[src/hw/rtcaw_map.svh]
// Purpose: Register map, field positions, reset values and timing counts
// Assumes: Byte-wide registers at the printed addresses
// Notes: Included by the package and by the design
//
// What this block does
// - Alarm month, date, hour, minute, second and controls live at 0x0A-0x0E.
// - Five repeat bits pick fields to match: second, minute, hour, day, month.
// - Any undefined repeat code behaves as once per second.
// - A match under the repeat criteria sets the alarm flag.
// - Alarm match with alarm enable set and square wave off pulls pin low.
// - Alarm flag is withheld while the pointer rests on the flag register.
// - Reading flags releases the alarm pin; cleared flag shows on next read.
// - On battery the alarm pulls the pin only with both enables set.
// - Watchdog register holds five-bit multiplier and two-bit resolution code.
// - Timeout is multiplier times resolution; expiry sets flag and, with square wave off, pulls pin.
// - Any write to the watchdog register restarts the timeout.
// - Writing zero releases the watchdog pin and disables the watchdog.
// - Reading the flag register clears the watchdog flag in bit 7.
// - Every power-up clears the watchdog register.
// - A programmed watchdog denies the frequency test output.
// - Rate select in 0x13 upper nibble picks square wave frequency.
// - Square wave enable routes the square wave onto the pin.
// - Century enable lets the century bit invert at each century rollover.
// - With all modes off the pin follows the output level bit.
// - First power-up clears enables and sets stop, output and halt bits.
// - Later power-up sets halt, clears test, watchdog and both flags, keeps the rest.
// - Frequency test toggles the pin at 512 Hz when oscillator runs.
// - Flag register holds watchdog flag bit 7, alarm flag bit 6.
`ifndef RTCAW_MAP_SVH
`define RTCAW_MAP_SVH
`define RTCAW_A_SEC 8'h01
`define RTCAW_A_CENT 8'h03
`define RTCAW_A_CTRL 8'h08
`define RTCAW_A_WDOG 8'h09
`define RTCAW_A_AMON 8'h0a
`define RTCAW_A_ADATE 8'h0b
`define RTCAW_A_AHOUR 8'h0c
`define RTCAW_A_AMIN 8'h0d
`define RTCAW_A_ASEC 8'h0e
`define RTCAW_A_FLAGS 8'h0f
`define RTCAW_A_SQW 8'h13
`define RTCAW_B_ST 7
`define RTCAW_B_CEB 7
`define RTCAW_B_CB 6
`define RTCAW_B_OUT 7
`define RTCAW_B_FT 6
`define RTCAW_B_AFE 7
`define RTCAW_B_SQUARE_WAVE_ENABLE 6
`define RTCAW_B_ABE 5
`define RTCAW_B_RPT4 7
`define RTCAW_B_RPT5 6
`define RTCAW_B_RPT3 7
`define RTCAW_B_HT 6
`define RTCAW_B_RPT2 7
`define RTCAW_B_RPT1 7
`define RTCAW_B_WDF 7
`define RTCAW_B_AF 6
`define RTCAW_WDOG_MASK 8'h7f
`define RTCAW_RST_WDOG 8'h00
`define RTCAW_RST_CTRL 8'h80
`define RTCAW_RST_AHOUR 8'h40
`define RTCAW_RST_BYTE 8'h00
`define RTCAW_OSC_HZ 32768
`define RTCAW_WD_BASE_DEN 16
`define RTCAW_FT_HZ 512
`endif

[src/hw/rtcaw_pkg.sv]
// Purpose: Types shared by the alarm, watchdog and output block
// Assumes: Constants come from rtcaw_map.svh
// Notes: Time fields are BCD as kept by the time counters
`default_nettype none
`include "rtcaw_map.svh"
package rtcaw_pkg;
  typedef struct packed {
    logic [4:0] month;
    logic [5:0] date;
    logic [5:0] hour;
    logic [6:0] minute;
    logic [6:0] second;
  } rtcaw_time_type;
  typedef struct packed {
    logic rd;
    logic wr;
    logic [7:0] addr;
    logic [7:0] wdata;
    logic [7:0] pointer;
  } rtcaw_req_type;
  typedef enum logic [1:0] {WD_OFF, WD_RUN, WD_FIRED} rtcaw_wd_type;
  typedef enum logic [2:0] {
    SRC_SQW, SRC_IRQ, SRC_FT, SRC_OUT
  } rtcaw_src_type;
endpackage
`default_nettype wire

[src/hw/rtcaw_top.sv]
// Purpose: Alarm, watchdog, square wave, century and output pin logic
// Assumes: Bus engine presents one-cycle read and write strobes
// Notes: Oscillator is sampled and its edges found on CLOCK_I
`default_nettype none
`include "rtcaw_map.svh"
module rtcaw_top #(
  parameter int OSC_HZ = `RTCAW_OSC_HZ
) (
  input wire logic CLOCK_I,
  input wire logic RST_N_I,
  input wire logic FIRST_POWER_I,
  input wire logic BATTERY_I,
  input wire logic OSC_32K_I,
  input wire logic SEC_TICK_I,
  input wire logic CENTURY_ROLL_I,
  input wire rtcaw_pkg::rtcaw_time_type TIME_I,
  input wire rtcaw_pkg::rtcaw_req_type REG_REQ_I,
  output logic [7:0] REG_RDATA_O,
  output logic MFO_OUT_O,
  output logic MFO_OE_O
);
  import rtcaw_pkg::*;

  localparam int WD_OSC_CYC = OSC_HZ / `RTCAW_WD_BASE_DEN;
  localparam int PRE_W = $clog2(WD_OSC_CYC);
  localparam int DIV_W = $clog2(OSC_HZ);
  localparam int FT_BIT = $clog2(OSC_HZ / `RTCAW_FT_HZ) - 1;
  // Divider keeps at least 15 stages so every rate code has a tap
  localparam int DIV_N = DIV_W > 15 ? DIV_W : 15;

  if (OSC_HZ < 4096 || (1 << DIV_W) != OSC_HZ) begin : g_osc_chk
    $error("OSC_HZ must be a power of two of at least 4096");
  end

  // ----------------------------------------------------------
  // Oscillator sampling
  // ----------------------------------------------------------
  logic osc_s1, osc_s2, osc_s3, osc_lvl;
  logic [DIV_N-1:0] div;
  logic [PRE_W-1:0] wd_pre;
  wire osc_agree = osc_s2 == osc_s3;
  wire osc_rise = osc_agree && osc_s3 && !osc_lvl;
  wire sixteenth = osc_rise && (&wd_pre);

  always_ff @(posedge CLOCK_I) begin
    osc_s1 <= OSC_32K_I;
    osc_s2 <= osc_s1;
    osc_s3 <= osc_s2;
  end

  always_ff @(posedge CLOCK_I) begin
    if (!RST_N_I) begin
      osc_lvl <= 1'b0;
      div <= '0;
    end else begin
      osc_lvl <= osc_agree ? osc_s3 : osc_lvl;
      div <= osc_rise ? div + 1'b1 : div;
    end
  end

  // ----------------------------------------------------------
  // Register decode
  // ----------------------------------------------------------
  logic st;
  logic [1:0] cent;
  logic [7:0] ctrl, wdog, amon, adate, ahour, amin, asec;
  logic [3:0] sqw_rate;
  logic af, af_pend, watchdog_flag, wd_irq;
  wire rd = REG_REQ_I.rd;
  wire wr = REG_REQ_I.wr;
  wire [7:0] ad = REG_REQ_I.addr;
  wire [7:0] wd = REG_REQ_I.wdata;
  wire wr_sec = wr && ad == `RTCAW_A_SEC;
  wire wr_cent = wr && ad == `RTCAW_A_CENT;
  wire wr_ctrl = wr && ad == `RTCAW_A_CTRL;
  wire wr_wdog = wr && ad == `RTCAW_A_WDOG;
  wire wr_amon = wr && ad == `RTCAW_A_AMON;
  wire wr_adate = wr && ad == `RTCAW_A_ADATE;
  wire wr_ahour = wr && ad == `RTCAW_A_AHOUR;
  wire wr_amin = wr && ad == `RTCAW_A_AMIN;
  wire wr_asec = wr && ad == `RTCAW_A_ASEC;
  wire wr_sqw = wr && ad == `RTCAW_A_SQW;
  wire flag_rd = rd && ad == `RTCAW_A_FLAGS;
  wire afe = amon[`RTCAW_B_AFE];
  wire square_wave_enable = amon[`RTCAW_B_SQUARE_WAVE_ENABLE];
  wire abe = amon[`RTCAW_B_ABE];
  wire ft = ctrl[`RTCAW_B_FT];
  wire wd_on = wdog != `RTCAW_RST_WDOG;

  // ----------------------------------------------------------
  // Register file and power-up values
  // ----------------------------------------------------------
  always_ff @(posedge CLOCK_I) begin
    if (!RST_N_I) begin
      wdog <= `RTCAW_RST_WDOG;
      ctrl[`RTCAW_B_FT] <= 1'b0;
      ahour[`RTCAW_B_HT] <= 1'b1;
      if (FIRST_POWER_I) begin
        st <= 1'b1;
        ctrl <= `RTCAW_RST_CTRL;
        amon <= `RTCAW_RST_BYTE;
        ahour <= `RTCAW_RST_AHOUR;
        adate <= `RTCAW_RST_BYTE;
        amin <= `RTCAW_RST_BYTE;
        asec <= `RTCAW_RST_BYTE;
        sqw_rate <= 4'h0;
      end
    end else begin
      if (wr_sec) st <= wd[`RTCAW_B_ST];
      if (wr_ctrl) ctrl <= wd;
      if (wr_wdog) wdog <= wd & `RTCAW_WDOG_MASK;
      if (wr_amon) amon <= wd;
      if (wr_adate) adate <= wd;
      if (wr_ahour) ahour <= wd;
      if (wr_amin) amin <= wd;
      if (wr_asec) asec <= wd;
      if (wr_sqw) sqw_rate <= wd[7:4];
    end
  end

  // ----------------------------------------------------------
  // Century bit
  // ----------------------------------------------------------
  always_ff @(posedge CLOCK_I) begin
    if (!RST_N_I) begin
      if (FIRST_POWER_I) cent <= 2'b00;
    end else if (wr_cent) begin
      cent <= wd[7:6];
    end else if (CENTURY_ROLL_I && cent[1]) begin
      cent[0] <= !cent[0];
    end
  end

  // ----------------------------------------------------------
  // Alarm compare
  // ----------------------------------------------------------
  // Returns which of month, date, hour, minute, second must match
  function automatic logic [4:0] rtcaw_need(input logic [4:0] rpt);
    case (rpt)
      5'h1f: rtcaw_need = 5'h00;
      5'h1e: rtcaw_need = 5'h01;
      5'h1c: rtcaw_need = 5'h03;
      5'h18: rtcaw_need = 5'h07;
      5'h10: rtcaw_need = 5'h0f;
      5'h00: rtcaw_need = 5'h1f;
      default: rtcaw_need = 5'h00;
    endcase
  endfunction

  wire [4:0] rpt = {adate[`RTCAW_B_RPT5], adate[`RTCAW_B_RPT4],
    ahour[`RTCAW_B_RPT3], amin[`RTCAW_B_RPT2], asec[`RTCAW_B_RPT1]};
  wire [4:0] need = rtcaw_need(rpt);
  wire [4:0] eq = {TIME_I.month == amon[4:0],
    TIME_I.date == adate[5:0], TIME_I.hour == ahour[5:0],
    TIME_I.minute == amin[6:0], TIME_I.second == asec[6:0]};
  wire hit = SEC_TICK_I && (&(eq | ~need));
  wire ptr_on = REG_REQ_I.pointer == `RTCAW_A_FLAGS;
  wire alarm_set = (hit || af_pend) && !ptr_on;
  wire next_af = alarm_set || (af && !flag_rd);
  wire alarm_act = af && afe && (!BATTERY_I || abe);

  always_ff @(posedge CLOCK_I) begin
    if (!RST_N_I) begin
      af <= 1'b0;
      af_pend <= 1'b0;
    end else begin
      af <= next_af;
      af_pend <= ptr_on && (af_pend || hit);
    end
  end

  // ----------------------------------------------------------
  // Watchdog
  // ----------------------------------------------------------
  // Prescaler restarts with every watchdog write so the period is exact
  always_ff @(posedge CLOCK_I) begin
    if (!RST_N_I) begin
      wd_pre <= '0;
    end else if (wr_wdog) begin
      wd_pre <= '0;
    end else if (osc_rise) begin
      wd_pre <= wd_pre + 1'b1;
    end
  end

  rtcaw_wd_type wd_state;
  logic [11:0] wd_cnt;
  wire [11:0] wd_target = 12'({7'h00, wdog[6:2]} << {wdog[1:0], 1'b0});
  wire [11:0] wd_cnt_inc = wd_cnt + 12'h001;
  wire wd_hit = wd_cnt_inc == wd_target;
  wire wd_fire = wd_state == WD_RUN && sixteenth && wd_hit;
  wire next_wdf = wd_fire || (watchdog_flag && !flag_rd);

  always_ff @(posedge CLOCK_I) begin
    if (!RST_N_I) begin
      wd_state <= WD_OFF;
      wd_cnt <= 12'h000;
      wd_irq <= 1'b0;
      watchdog_flag <= 1'b0;
    end else begin
      watchdog_flag <= next_wdf;
      if (wr_wdog) begin
        wd_cnt <= 12'h000;
        wd_state <= wd[6:2] != 5'h00 ? WD_RUN : WD_OFF;
        wd_irq <= wd == `RTCAW_RST_WDOG ? 1'b0 : wd_irq;
      end else begin
        case (wd_state)
          WD_RUN: begin
            if (wd_fire) begin
              wd_state <= WD_FIRED;
              wd_irq <= 1'b1;
            end else if (sixteenth) begin
              wd_cnt <= wd_cnt_inc;
            end
          end
          WD_FIRED: wd_state <= WD_FIRED;
          WD_OFF: wd_state <= WD_OFF;
          default: wd_state <= WD_OFF;
        endcase
      end
    end
  end

  // ----------------------------------------------------------
  // Pin source selection
  // ----------------------------------------------------------
  wire [3:0] sq_idx = sqw_rate - 4'h1;
  wire sq_lvl = sqw_rate == 4'h0 ? 1'b1 :
    sqw_rate == 4'h1 ? osc_lvl : div[sq_idx];
  wire ft_ok = ft && !afe && !wd_on && !st;
  wire irq = alarm_act || wd_irq;
  rtcaw_src_type sel;
  assign sel = square_wave_enable ? SRC_SQW : irq ? SRC_IRQ :
    ft_ok ? SRC_FT : SRC_OUT;
  wire pin_lvl = sel == SRC_SQW ? sq_lvl :
    sel == SRC_IRQ ? 1'b0 :
    sel == SRC_FT ? div[FT_BIT] :
    ctrl[`RTCAW_B_OUT];

  always_ff @(posedge CLOCK_I) begin
    if (!RST_N_I) begin
      MFO_OUT_O <= 1'b0;
      MFO_OE_O <= 1'b0;
    end else begin
      MFO_OUT_O <= 1'b0;
      MFO_OE_O <= !pin_lvl;
    end
  end

  // ----------------------------------------------------------
  // Read data
  // ----------------------------------------------------------
  logic [7:0] rd_mux;
  always_comb begin
    case (ad)
      `RTCAW_A_SEC: rd_mux = {st, 7'h00};
      `RTCAW_A_CENT: rd_mux = {cent, 6'h00};
      `RTCAW_A_CTRL: rd_mux = ctrl;
      `RTCAW_A_WDOG: rd_mux = wdog;
      `RTCAW_A_AMON: rd_mux = amon;
      `RTCAW_A_ADATE: rd_mux = adate;
      `RTCAW_A_AHOUR: rd_mux = ahour;
      `RTCAW_A_AMIN: rd_mux = amin;
      `RTCAW_A_ASEC: rd_mux = asec;
      `RTCAW_A_FLAGS: rd_mux = {watchdog_flag, af, 6'h00};
      `RTCAW_A_SQW: rd_mux = {sqw_rate, 4'h0};
      default: rd_mux = 8'h00;
    endcase
  end

  always_ff @(posedge CLOCK_I) begin
    if (!RST_N_I) begin
      REG_RDATA_O <= 8'h00;
    end else if (rd) begin
      REG_RDATA_O <= rd_mux;
    end
  end
endmodule
`default_nettype wire

[config.mk]
export PLATFORM = sky130hd
export DESIGN_NAME = rtcaw_top
export DESIGN_NICKNAME = d
export VERILOG_FILES = /design/src/hw/rtcaw_pkg.sv /design/src/hw/rtcaw_top.sv
export VERILOG_INCLUDE_DIRS = /design/src /design/src/hw
export SDC_FILE = /design/constraint.sdc
export NUM_CORES = 1
export LEC_CHECK = 0
export ABC_AREA = 1
export BUFFER_PORTS_ARGS = -buffer_cell sky130_fd_sc_hd__clkbuf_2
export CORE_UTILIZATION = 30
export CTS_CLUSTER_SIZE = 10
export DETAILED_ROUTE_END_ITERATION = 10
export SYNTH_ARGS = -nofsm -noshare
export SYNTH_HDL_FRONTEND = slang
export SYNTH_SLANG_ARGS = --single-unit
[constraint.sdc]
create_clock -name CLOCK_I -period 2.7 [get_ports CLOCK_I]
set_input_delay 0.135 -clock CLOCK_I [delete_from_list [all_inputs] [get_ports CLOCK_I]]
set_output_delay 0.135 -clock CLOCK_I [all_outputs]
set_load 0.02 [all_outputs]
==> flow_summary.yaml, run 1 <==
run_status:
  status: "complete, no violations"
route:
  ant_nets: 0
  viasPerCell: 4.71
  drtIter0Drc: 553
  finalWirelength_um: 17400
  drc: 0
  vias: 5757
  drt-pass1-iter-count: 5
  post_drt_wl_per_cell_um: 14.2
worst_setup_path:
  worst_r2r_endpoint: "wd_cnt[1]$_SDFFE_PP0P_"
  cpMaxStageDelayCell: "dfxtp_1"
  r2r_cells: 14
  path_cells: "ha_1 -> nand3_1 -> nor2_1 -> nand2_1 -> nand2_1 -> nand2_1 -> nand2_1 -> nand2_1 -> nor2_1 -> nand3_2 -> nand2_4 -> inv_2 -> nor2_1 -> nor2_1"
  endpoint: "wd_cnt[1]$_SDFFE_PP0P_"
  startpoint: "wd_cnt[0]$_SDFFE_PP0P_"
  slowest_delay_ns: 0.40
  critPathMaxFanout: 13
  end_kind: "flop"
  cp.required_ns: 3.02
  arrival_ns: 2.52
  cpMostUsedCell: "nand2_1"
  worst-setup-path-type: "flop to flop"
  r2r_slack_ns: 0.49
  critical_path.startpoint_type: "flop"
  rr_startpoint: "wd_cnt[0]$_SDFFE_PP0P_"
sta:
  final-setup-viol-count: 0
  report.final.hold_viol_count: 0
  rsz0062_at_grt: "no"
  post-route-period-util_pct: 81.8
  fmaxAchievable_mhz: 453
  finalSetupTns_ns: 0
  worst_slew_pin_slew_ns: 0.643
  skew_ns: 0.00615
  fin_crit_ns: 2.21
  slew_viol_final: 0
  slew_headroom_pct: 57.0
clock_tree:
  cts.repair.resized: 0
  post-cts-setup-buffers: 0
  cts_tree: "yes"
  root_buffer: "clkbuf_16"
  clk_latency_ns: 0.42
  cts_num_sinks: 119
  cts_buffers: 17
  htree_levels: 4
  clock_path_buffers: 2
  cts.clk_slew.worst_paths_ns: 0.06
die:
  die_h_um: 149
  rows: 53
  die_w_um: 149
  die_area_mm2: 0.0223
  coreArea_mm2: 0.0212
  initial_core_util_pct: 30.7
  ios: 74
place:
  hpwl_um: 13600
  io_buffers: 72
  place.gp.congestion: 0.846
global_routing:
  grt_overflow: 0
  grtUsageTotal_pct: 16.5
  grt_pass1_wl_um: 27800
  grt_pass1_vias: 5506
  antenna_found_initial: 0
  grt_max_degree: 24
synthesis:
  synth_top_family_by_area: "simple AND/OR/NAND/NOR gates"
  synth-compound-area-share_pct: 11.1
  synth_top_area_share_pct: 25.4
  syn_area_mm2: 0.00650
  async_reset_ff_share_pct: 0
  synth-xor-area-share_pct: 4.71
  synth_fp_nets: 918
  muxShareOfSynthArea_pct: 0
  synth.avg_cell_area_um2: 7.69
  ys.warnings.count: 0
  postSynthCellCount: 846
  synth_fa_ha_area_share_pct: 1.54
  synth_top_flop_cell: "dfxtp_1"
  yosys.area.top_type: "edfxtp_1"
  ys_types: 42
  yosys.area_share.simple_pct: 28.5
  synth_area_leaders: "edfxtp_1 25%, dfxtp_1 20%, nand2_1 12%"
  synth-edff-count: 55
  synth-seq-cells: 119
  seq_area_frac_synth_pct: 45.1
finish:
  final_util_pct: 36.8
  diodes: 0
  largest_registers: "div: 15 flops, wd_cnt: 12 flops, wd_pre: 11 flops"
  layout_common_cells: "210 x nand2_1, 119 x inv_1, 72 x clkbuf_2"
  largest_reg_flops: 15
  num-nets-final: 1006
  num-fill-cells: 2171
  drive_gt1_share_pct: 15.7
  mostFrequentLayoutCell: "nand2_1"
  areaGrowthSynthToFinish_pct: 19.8
  top_register: "div"
hold_path:
  hp-class: "input port to flop"
power:
  ir_worst_vdd_mv: 0.403
  cellPowerDensity_mw_per_mm2: 595
  leakagePower_uw: 0.00329
flow_run:
  cap_violations: 0
[logic make-up after synthesis]
group | Yosys count
DFF | 119
buffers and inverters | 142
AOI/OAI and AO/OA | 127
and+or+nand+nor | 414
adders and majority gates | 8
other | 1
xor gates and xnor gates | 35
[metal layers]
layer  share of wire (%)  GRT usage (%)  vias up  wire length [um]
met3                 5.7           3.64       22               997
met2                  45           26.5      161              7850
met4                 1.7           5.82        0               298
li1                    -              -     2965                 -
met1                  47           21.6     2609              8230
met5                   0              0        -                 0
[through the flow]
step	power (uW)	hold slack [ns]	instance area (um2)	cells	worst slack, ns
2_1_floorplan	2240	0.163	6500	846	0.632
4_1_cts	4660	0.0461	7790	1222	0.519
3_3_place_gp	2380	0.240	7190	1189	0.571
5_1_grt	4790	0.0672	7790	1222	0.224
6_report	4630	0.0548	7790	1222	0.492
3_5_place_dp	2390	0.239	7190	1189	0.559
[report_power, final]
part	internal, uW	total [uW]	switching (uW)
Combinational	130	336	206
Sequential	1970	2010	46.3
Clock	1380	2280	906
[final cells by class]
type	count	area, um2	area share [%]
Multi-Input combinational cell	585	2990	38.3
Timing Repair Buffer	86	468	6.00
Clock inverter	15	166	2.14
Tap cell	275	344	4.41
Sequential cell	119	2930	37.6
Inverter	125	469	6.02
Clock buffer	17	425	5.46
[worst max-delay path: cells and delay by family (launching register included)]
kind          cells  cell delay [ns]
flops             1             0.40
buf+inv           1             0.10
fa+ha+maj         1             0.24
simple gates     12             1.34
[timing repair]
action / in CTS / in global routing
hold endpoints to repair: 1 / 0
hold buffers: 1 / 0
setup endpoints to repair: 0 / 0
[worst min-delay path by stage]
| stage | cells past startpoint | slack (ns) | start | end |
|---|---|---|---|---|
| finish | 3 | 0.05 | REG_REQ_I[11] | ctrl[3]$_SDFFCE_PN0P_ |
| detailed placement | 1 | 0.24 | OSC_32K_I | osc_s1$_DFF_P_ |
| floorplan | 0 | 0.16 | OSC_32K_I | osc_s1$_DFF_P_ |
| global placement | 1 | 0.24 | OSC_32K_I | osc_s1$_DFF_P_ |
| CTS | 3 | 0.05 | REG_REQ_I[11] | ctrl[3]$_SDFFCE_PN0P_ |
| global route | 3 | 0.07 | REG_REQ_I[11] | ctrl[3]$_SDFFCE_PN0P_ |
[synthesized netlist by cell type (all sizes together), types with 3 or more instances]
cell type	instances
nand3	59
o211ai	5
inv	123
or2	7
nor3	21
o21ai	43
nor2	77
edfxtp	55
a211oi	4
a221oi	4
clkbuf	7
o22ai	11
nor4	3
nand4	19
xor2	12
nand2	216
nand3b	6
a21oi	54
xnor2	23
ha	8
nor3b	5
dfxtp	64
buf	10
Power figures use the tool's default switching activity.
==> run 2: changes to the inputs <==
- clock period: 2.7 -> 1.8 ns (I/O delays scaled with it)
==> run 2 against run 1 <==
The flow now finishes with violations (setup timing). Sequential share of layout area shrank 4.4 points. Global-route usage grew 0.64 points. Clock power grew 50%. Sequential power grew 50%. Final area grew 14%. Combinational power grew 69%. Critical endpoint is now wd_cnt[5]$_SDFFE_PP0P_. Largest power group unchanged. Highest routed layer unchanged.
==> flow_summary.yaml, run 2 (synthesis results as in run 1) <==
global_routing:
  grt_max_degree: 19
  grt_pass1_vias: 5889
  grt_overflow: 0
  grtUsageTotal_pct: 17.1
  antenna_found_initial: 0
  grt_pass1_wl_um: 29000
route:
  post_drt_wl_per_cell_um: 14.2
  viasPerCell: 4.75
  vias: 6235
  finalWirelength_um: 18600
  drc: 0
  drtIter0Drc: 381
  ant_nets: 0
  drt-pass1-iter-count: 5
flow_run:
  cap_violations: 0
finish:
  largest_reg_flops: 15
  fin_area_mm2: 0.00891
  largest_registers: "div: 15 flops, wd_cnt: 12 flops, wd_pre: 11 flops"
  areaGrowthSynthToFinish_pct: 37.0
  fin_cells: 1314
  top_register: "div"
  num-nets-final: 1098
  mostFrequentLayoutCell: "nand2_1"
  drive_gt1_share_pct: 32.0
  diodes: 0
  layout_common_cells: "184 x nand2_1, 112 x inv_1, 102 x buf_4"
hold_path:
  hold_depth: 3
  hp-class: "input port to flop"
clock_tree:
  cts.clk_slew.worst_paths_ns: 0.06
  cts_num_sinks: 119
  clk_latency_ns: 0.42
  cts_buffers: 17
  cts_tree: "yes"
  htree_levels: 4
  root_buffer: "clkbuf_16"
  clock_path_buffers: 2
die:
  die_h_um: 149
  die_w_um: 149
  coreArea_mm2: 0.0212
  initial_core_util_pct: 30.7
  rows: 53
  die_area_mm2: 0.0223
  ios: 74
worst_setup_path:
  arrival_ns: 2.22
  critPathMaxFanout: 7
  cp.required_ns: 2.15
  worst-setup-path-type: "flop to flop"
  r2r_cells: 14
  critical_path.startpoint_type: "flop"
  end_kind: "flop"
sta:
  fmaxAchievable_mhz: 535
  fin_crit_ns: 1.87
  final-setup-viol-count: 16
  rsz0062_at_grt: "yes"
  setup_ws_ns: -0.0696
  skew_ns: 0.00675
  slew_viol_final: 0
  report.final.hold_viol_count: 0
  post-route-period-util_pct: 104
place:
  io_buffers: 72
  dpl.cell_count: 1261
  postPlaceCellArea_mm2: 0.00776
  hpwl_um: 14200
  place.gp.congestion: 0.886
power:
  ir_worst_vdd_mv: 0.593
  cellPowerDensity_mw_per_mm2: 785
  leakagePower_uw: 0.00384
run_status:
  failed_checks: "setup timing"
  status: "finished, violations left"
-- run 2: cell types whose count changed in the layout (fill, tap and decap cells not counted), moves of 7 or more --
cell	previous run	this run
nand2_2	4	28
o21ai_0	42	33
nand3_1	57	47
nand2_1	210	184
buf_4	13	102
inv_1	119	112
a21oi_1	50	41
nor2_4	3	11
a21oi_2	4	13
dfxtp_1	64	52
nor2_1	70	56
-- run 2: area by class of cell --
cell class,count,area [um2]
clock buffers,17,425
fillers,2064,12200
well taps,275,344
clock inverters,15,165
multi-input cells,586,3380
inverters,125,478
repair buffers,177,1160
flip-flops and latches,119,2960
-- run 2: what timing repair did --
item / in CTS / in global routing
pin swaps: 21 / 30
hold buffers: 2 / 0
setup buffers: 14 / 5
endpoints found under the hold margin: 3 / 0
cloned: 1 / 0
gates resized for setup: 47 / 76
setup endpoints to repair: 21 / 23
-- run 2: worst paths after layout --
path	from	to	slack [ns]
setup / recovery	wd_cnt[1]$_SDFFE_PP0P_	wd_cnt[5]$_SDFFE_PP0P_	-0.07
hold / removal	REG_REQ_I[14]	ahour[6]$_SDFFCE_PN1P_	0.02
setup reg to reg	wd_cnt[1]$_SDFFE_PP0P_	wd_cnt[5]$_SDFFE_PP0P_	-0.07
hold reg to reg	osc_s1$_DFF_P_	osc_s2$_DFF_P_	0.33
-- run 2: layer usage --
metal	routed length (um)	vias up	global-route usage (%)
li1	-	3155	-
met4	295	0	6.02
met5	0	-	0
met3	1100	20	3.52
met2	8740	177	28.0
met1	8500	2883	22.2
-- run 2: metrics by stage --
step                      TNS [ns]  util (%)  hold slack [ns]  power [uW]  setup slack [ns]
after floorplan            -0.0653         -            0.118        3360          -0.00272
after global placement       -2.11      36.7            0.197        3610            -0.192
after detailed placement     -2.82      36.7            0.196        3620            -0.233
after CTS                   -0.813      40.8          0.00396        7030           -0.0881
after global routing         -2.47      42.1           0.0255        7220            -0.222
final                       -0.732      42.1           0.0152        7000           -0.0696
-- run 2: critical path, stage by stage (launching register included) --
cell	delay, ns
dfxtp_4	0.36
ha_4	0.18
nor2_2	0.10
inv_1	0.05
nand2_2	0.07
inv_2	0.05
nand2_2	0.06
nand2_2	0.06
nor2_4	0.13
nand3_2	0.10
nor2_4	0.12
nand3_4	0.14
nand2_8	0.15
nand2_1	0.08
a21oi_2	0.14
-- run 2: power by group --
part	internal, uW	switching [uW]
Combinational	236	333
Clock	2060	1360
Sequential	2940	65.1
Total	5240	1760
==> run 3: changes to the inputs <==
- CORE_ASPECT_RATIO: unset -> 1.1
==> run 3 against run 2 <==
Clock power down 8.2%. Via count is essentially flat. Final area decreased by 0.86%. Setup slack got worse by 0.088 ns. Sequential power barely moved. Cell count increased by 0.76%. Critical endpoint is now wd_cnt[1]$_SDFFE_PP0P_. Power down 4.1%. First-iteration DRC count increased by 4.7%. Fmax shrank 4.5%. Clock-buffer cell count is 1 higher. The run still ends with setup timing left. Register-to-register slack worse by 0.09 ns. Global-route usage up 0.28 points.
==> flow_summary.yaml, run 3 (synthesis results as in run 1) <==
run_status:
  status: "finished, violations left"
  failed_checks: "setup timing"
worst_setup_path:
  cpMaxStageDelayCell: "dfxtp_4"
  arrival_ns: 2.27
  startpoint: "wd_cnt[4]$_SDFFE_PP0P_"
  critPathMaxFanout: 8
  crit_family: "simple AND/OR/NAND/NOR gates"
  path_buf_inv: 2
  cp.required_ns: 2.12
  path_cells: "nand2_4 -> nor2_4 -> buf_4 -> nand3_2 -> nand2_2 -> nand2_2 -> nor2_1 -> nand2_1 -> nor2_4 -> nand3_4 -> nand2_8 -> clkinv_8 -> nor2_2 -> nor2_1"
  worst-setup-path-type: "flop to flop"
  rr_startpoint: "wd_cnt[4]$_SDFFE_PP0P_"
  slowest_delay_ns: 0.37
  critical_path.startpoint_type: "flop"
  end_kind: "flop"
clock_tree:
  cts.clk_slew.worst_paths_ns: 0.06
  cts_tree: "yes"
  clock_path_buffers: 2
  htree_levels: 4
  cts_buffers: 17
  cts_num_sinks: 119
  clk_latency_ns: 0.43
  root_buffer: "clkbuf_16"
route:
  viasPerCell: 4.71
  drtIter0Drc: 399
  drc: 0
  ant_nets: 0
  drt-pass1-iter-count: 5
  finalWirelength_um: 18900
  post_drt_wl_per_cell_um: 14.3
  vias: 6239
flow_run:
  cap_violations: 0
sta:
  setup_ws_ns: -0.157
  slew_viol_final: 0
  rsz0062_at_grt: "yes"
  fmaxAchievable_mhz: 511
  fin_crit_ns: 1.96
  final-setup-viol-count: 15
  skew_ns: 0.0124
  post-route-period-util_pct: 109
  report.final.hold_viol_count: 0
  whs_ns: 0.0438
place:
  hpwl_um: 14300
  io_buffers: 72
  place.gp.congestion: 0.888
power:
  cellPowerDensity_mw_per_mm2: 760
  ir_worst_vdd_mv: 0.600
  leakagePower_uw: 0.00383
finish:
  largest_registers: "div: 15 flops, wd_cnt: 12 flops, wd_pre: 11 flops"
  top_register: "div"
  largest_reg_flops: 15
  drive_gt1_share_pct: 29.5
  diodes: 0
  mostFrequentLayoutCell: "nand2_1"
  final_util_pct: 41.5
  layout_common_cells: "195 x nand2_1, 114 x inv_1, 92 x buf_4"
  num-nets-final: 1093
  areaGrowthSynthToFinish_pct: 35.8
die:
  rows: 56
  die_w_um: 142
  ios: 74
  coreArea_mm2: 0.0213
  die_h_um: 156
  initial_core_util_pct: 30.5
  die_area_mm2: 0.0223
hold_path:
  hp-start: "CENTURY_ROLL_I"
  hp-class: "input port to flop"
global_routing:
  grt_pass1_vias: 5901
  grt_max_degree: 18
  grt_overflow: 0
  grt_pass1_wl_um: 29200
  grtUsageTotal_pct: 17.4
  antenna_found_initial: 0
## run 3: cell types whose count changed in the layout (fill, tap and decap cells not counted), moves of 3 or more
cell     delta
buf_4      -10
buf_6       +3
nand2_1    +11
nand2_2    -13
nand3_2     +3
## run 3: per-layer routing
| metal | GRT usage [%] | routed length [um] |
|---|---|---|
| met1 | 20.4 | 7930 |
| met2 | 30.2 | 9420 |
| met3 | 3.58 | 926 |
| met4 | 8.29 | 592 |
| met5 | 0 | 0 |
## run 3: per-stage QoR
| stage | instances | power (uW) | instance area, um2 | TNS (ns) | setup WS, ns |
|---|---|---|---|---|---|
| finish | 1324 | 6710 | 8830 | -1.66 | -0.157 |
| global route | 1324 | 6950 | 8830 | -4.16 | -0.315 |
| CTS | 1315 | 6750 | 8570 | -1.49 | -0.128 |
| detailed placement | 1271 | 3620 | 7750 | -2.63 | -0.214 |
| global placement | 1271 | 3610 | 7750 | -2.00 | -0.186 |
| floorplan | 846 | 3360 | 6530 | -0.0653 | -0.00272 |
## run 3: final timing paths
check,to,slack [ns],cells past startpoint
setup / recovery,wd_cnt[1]$_SDFFE_PP0P_,-0.16,14
hold / removal,cent[0]$_SDFFCE_PN0P_,0.04,3
setup reg to reg,wd_cnt[1]$_SDFFE_PP0P_,-0.16,14
hold reg to reg,osc_s2$_DFF_P_,0.34,0
## run 3: worst min-delay path: cells and delay by family
kind,cells,cell delay [ns]
AO/OA/AOI/OAI,1,0.06
AND/OR/NAND/NOR,1,0.06
buffers and inverters,1,0.09
## run 3: final cells by class
cell class	count	area, um2
fill	2181	12500
multi-input combinational	586	3330
sequential	119	2960
timing repair buffer	172	1160
inverter	125	483
clock buffer	18	429
tap	290	363
clock inverter	14	115
## run 3: power breakdown
part	switching, uW	internal (uW)
Sequential	64.1	2940
Combinational	334	234
Clock	1350	1790
## run 3: what timing repair did
| action | CTS | global route |
|---|---|---|
| hold endpoints to repair | 2 | 0 |
| setup buffers | 9 | 9 |
| hold buffers | 2 | 0 |
| gates resized for setup | 47 | 58 |
| setup endpoints to repair | 20 | 23 |
| cloned | 1 | 0 |
| pin swaps | 19 | 35 |
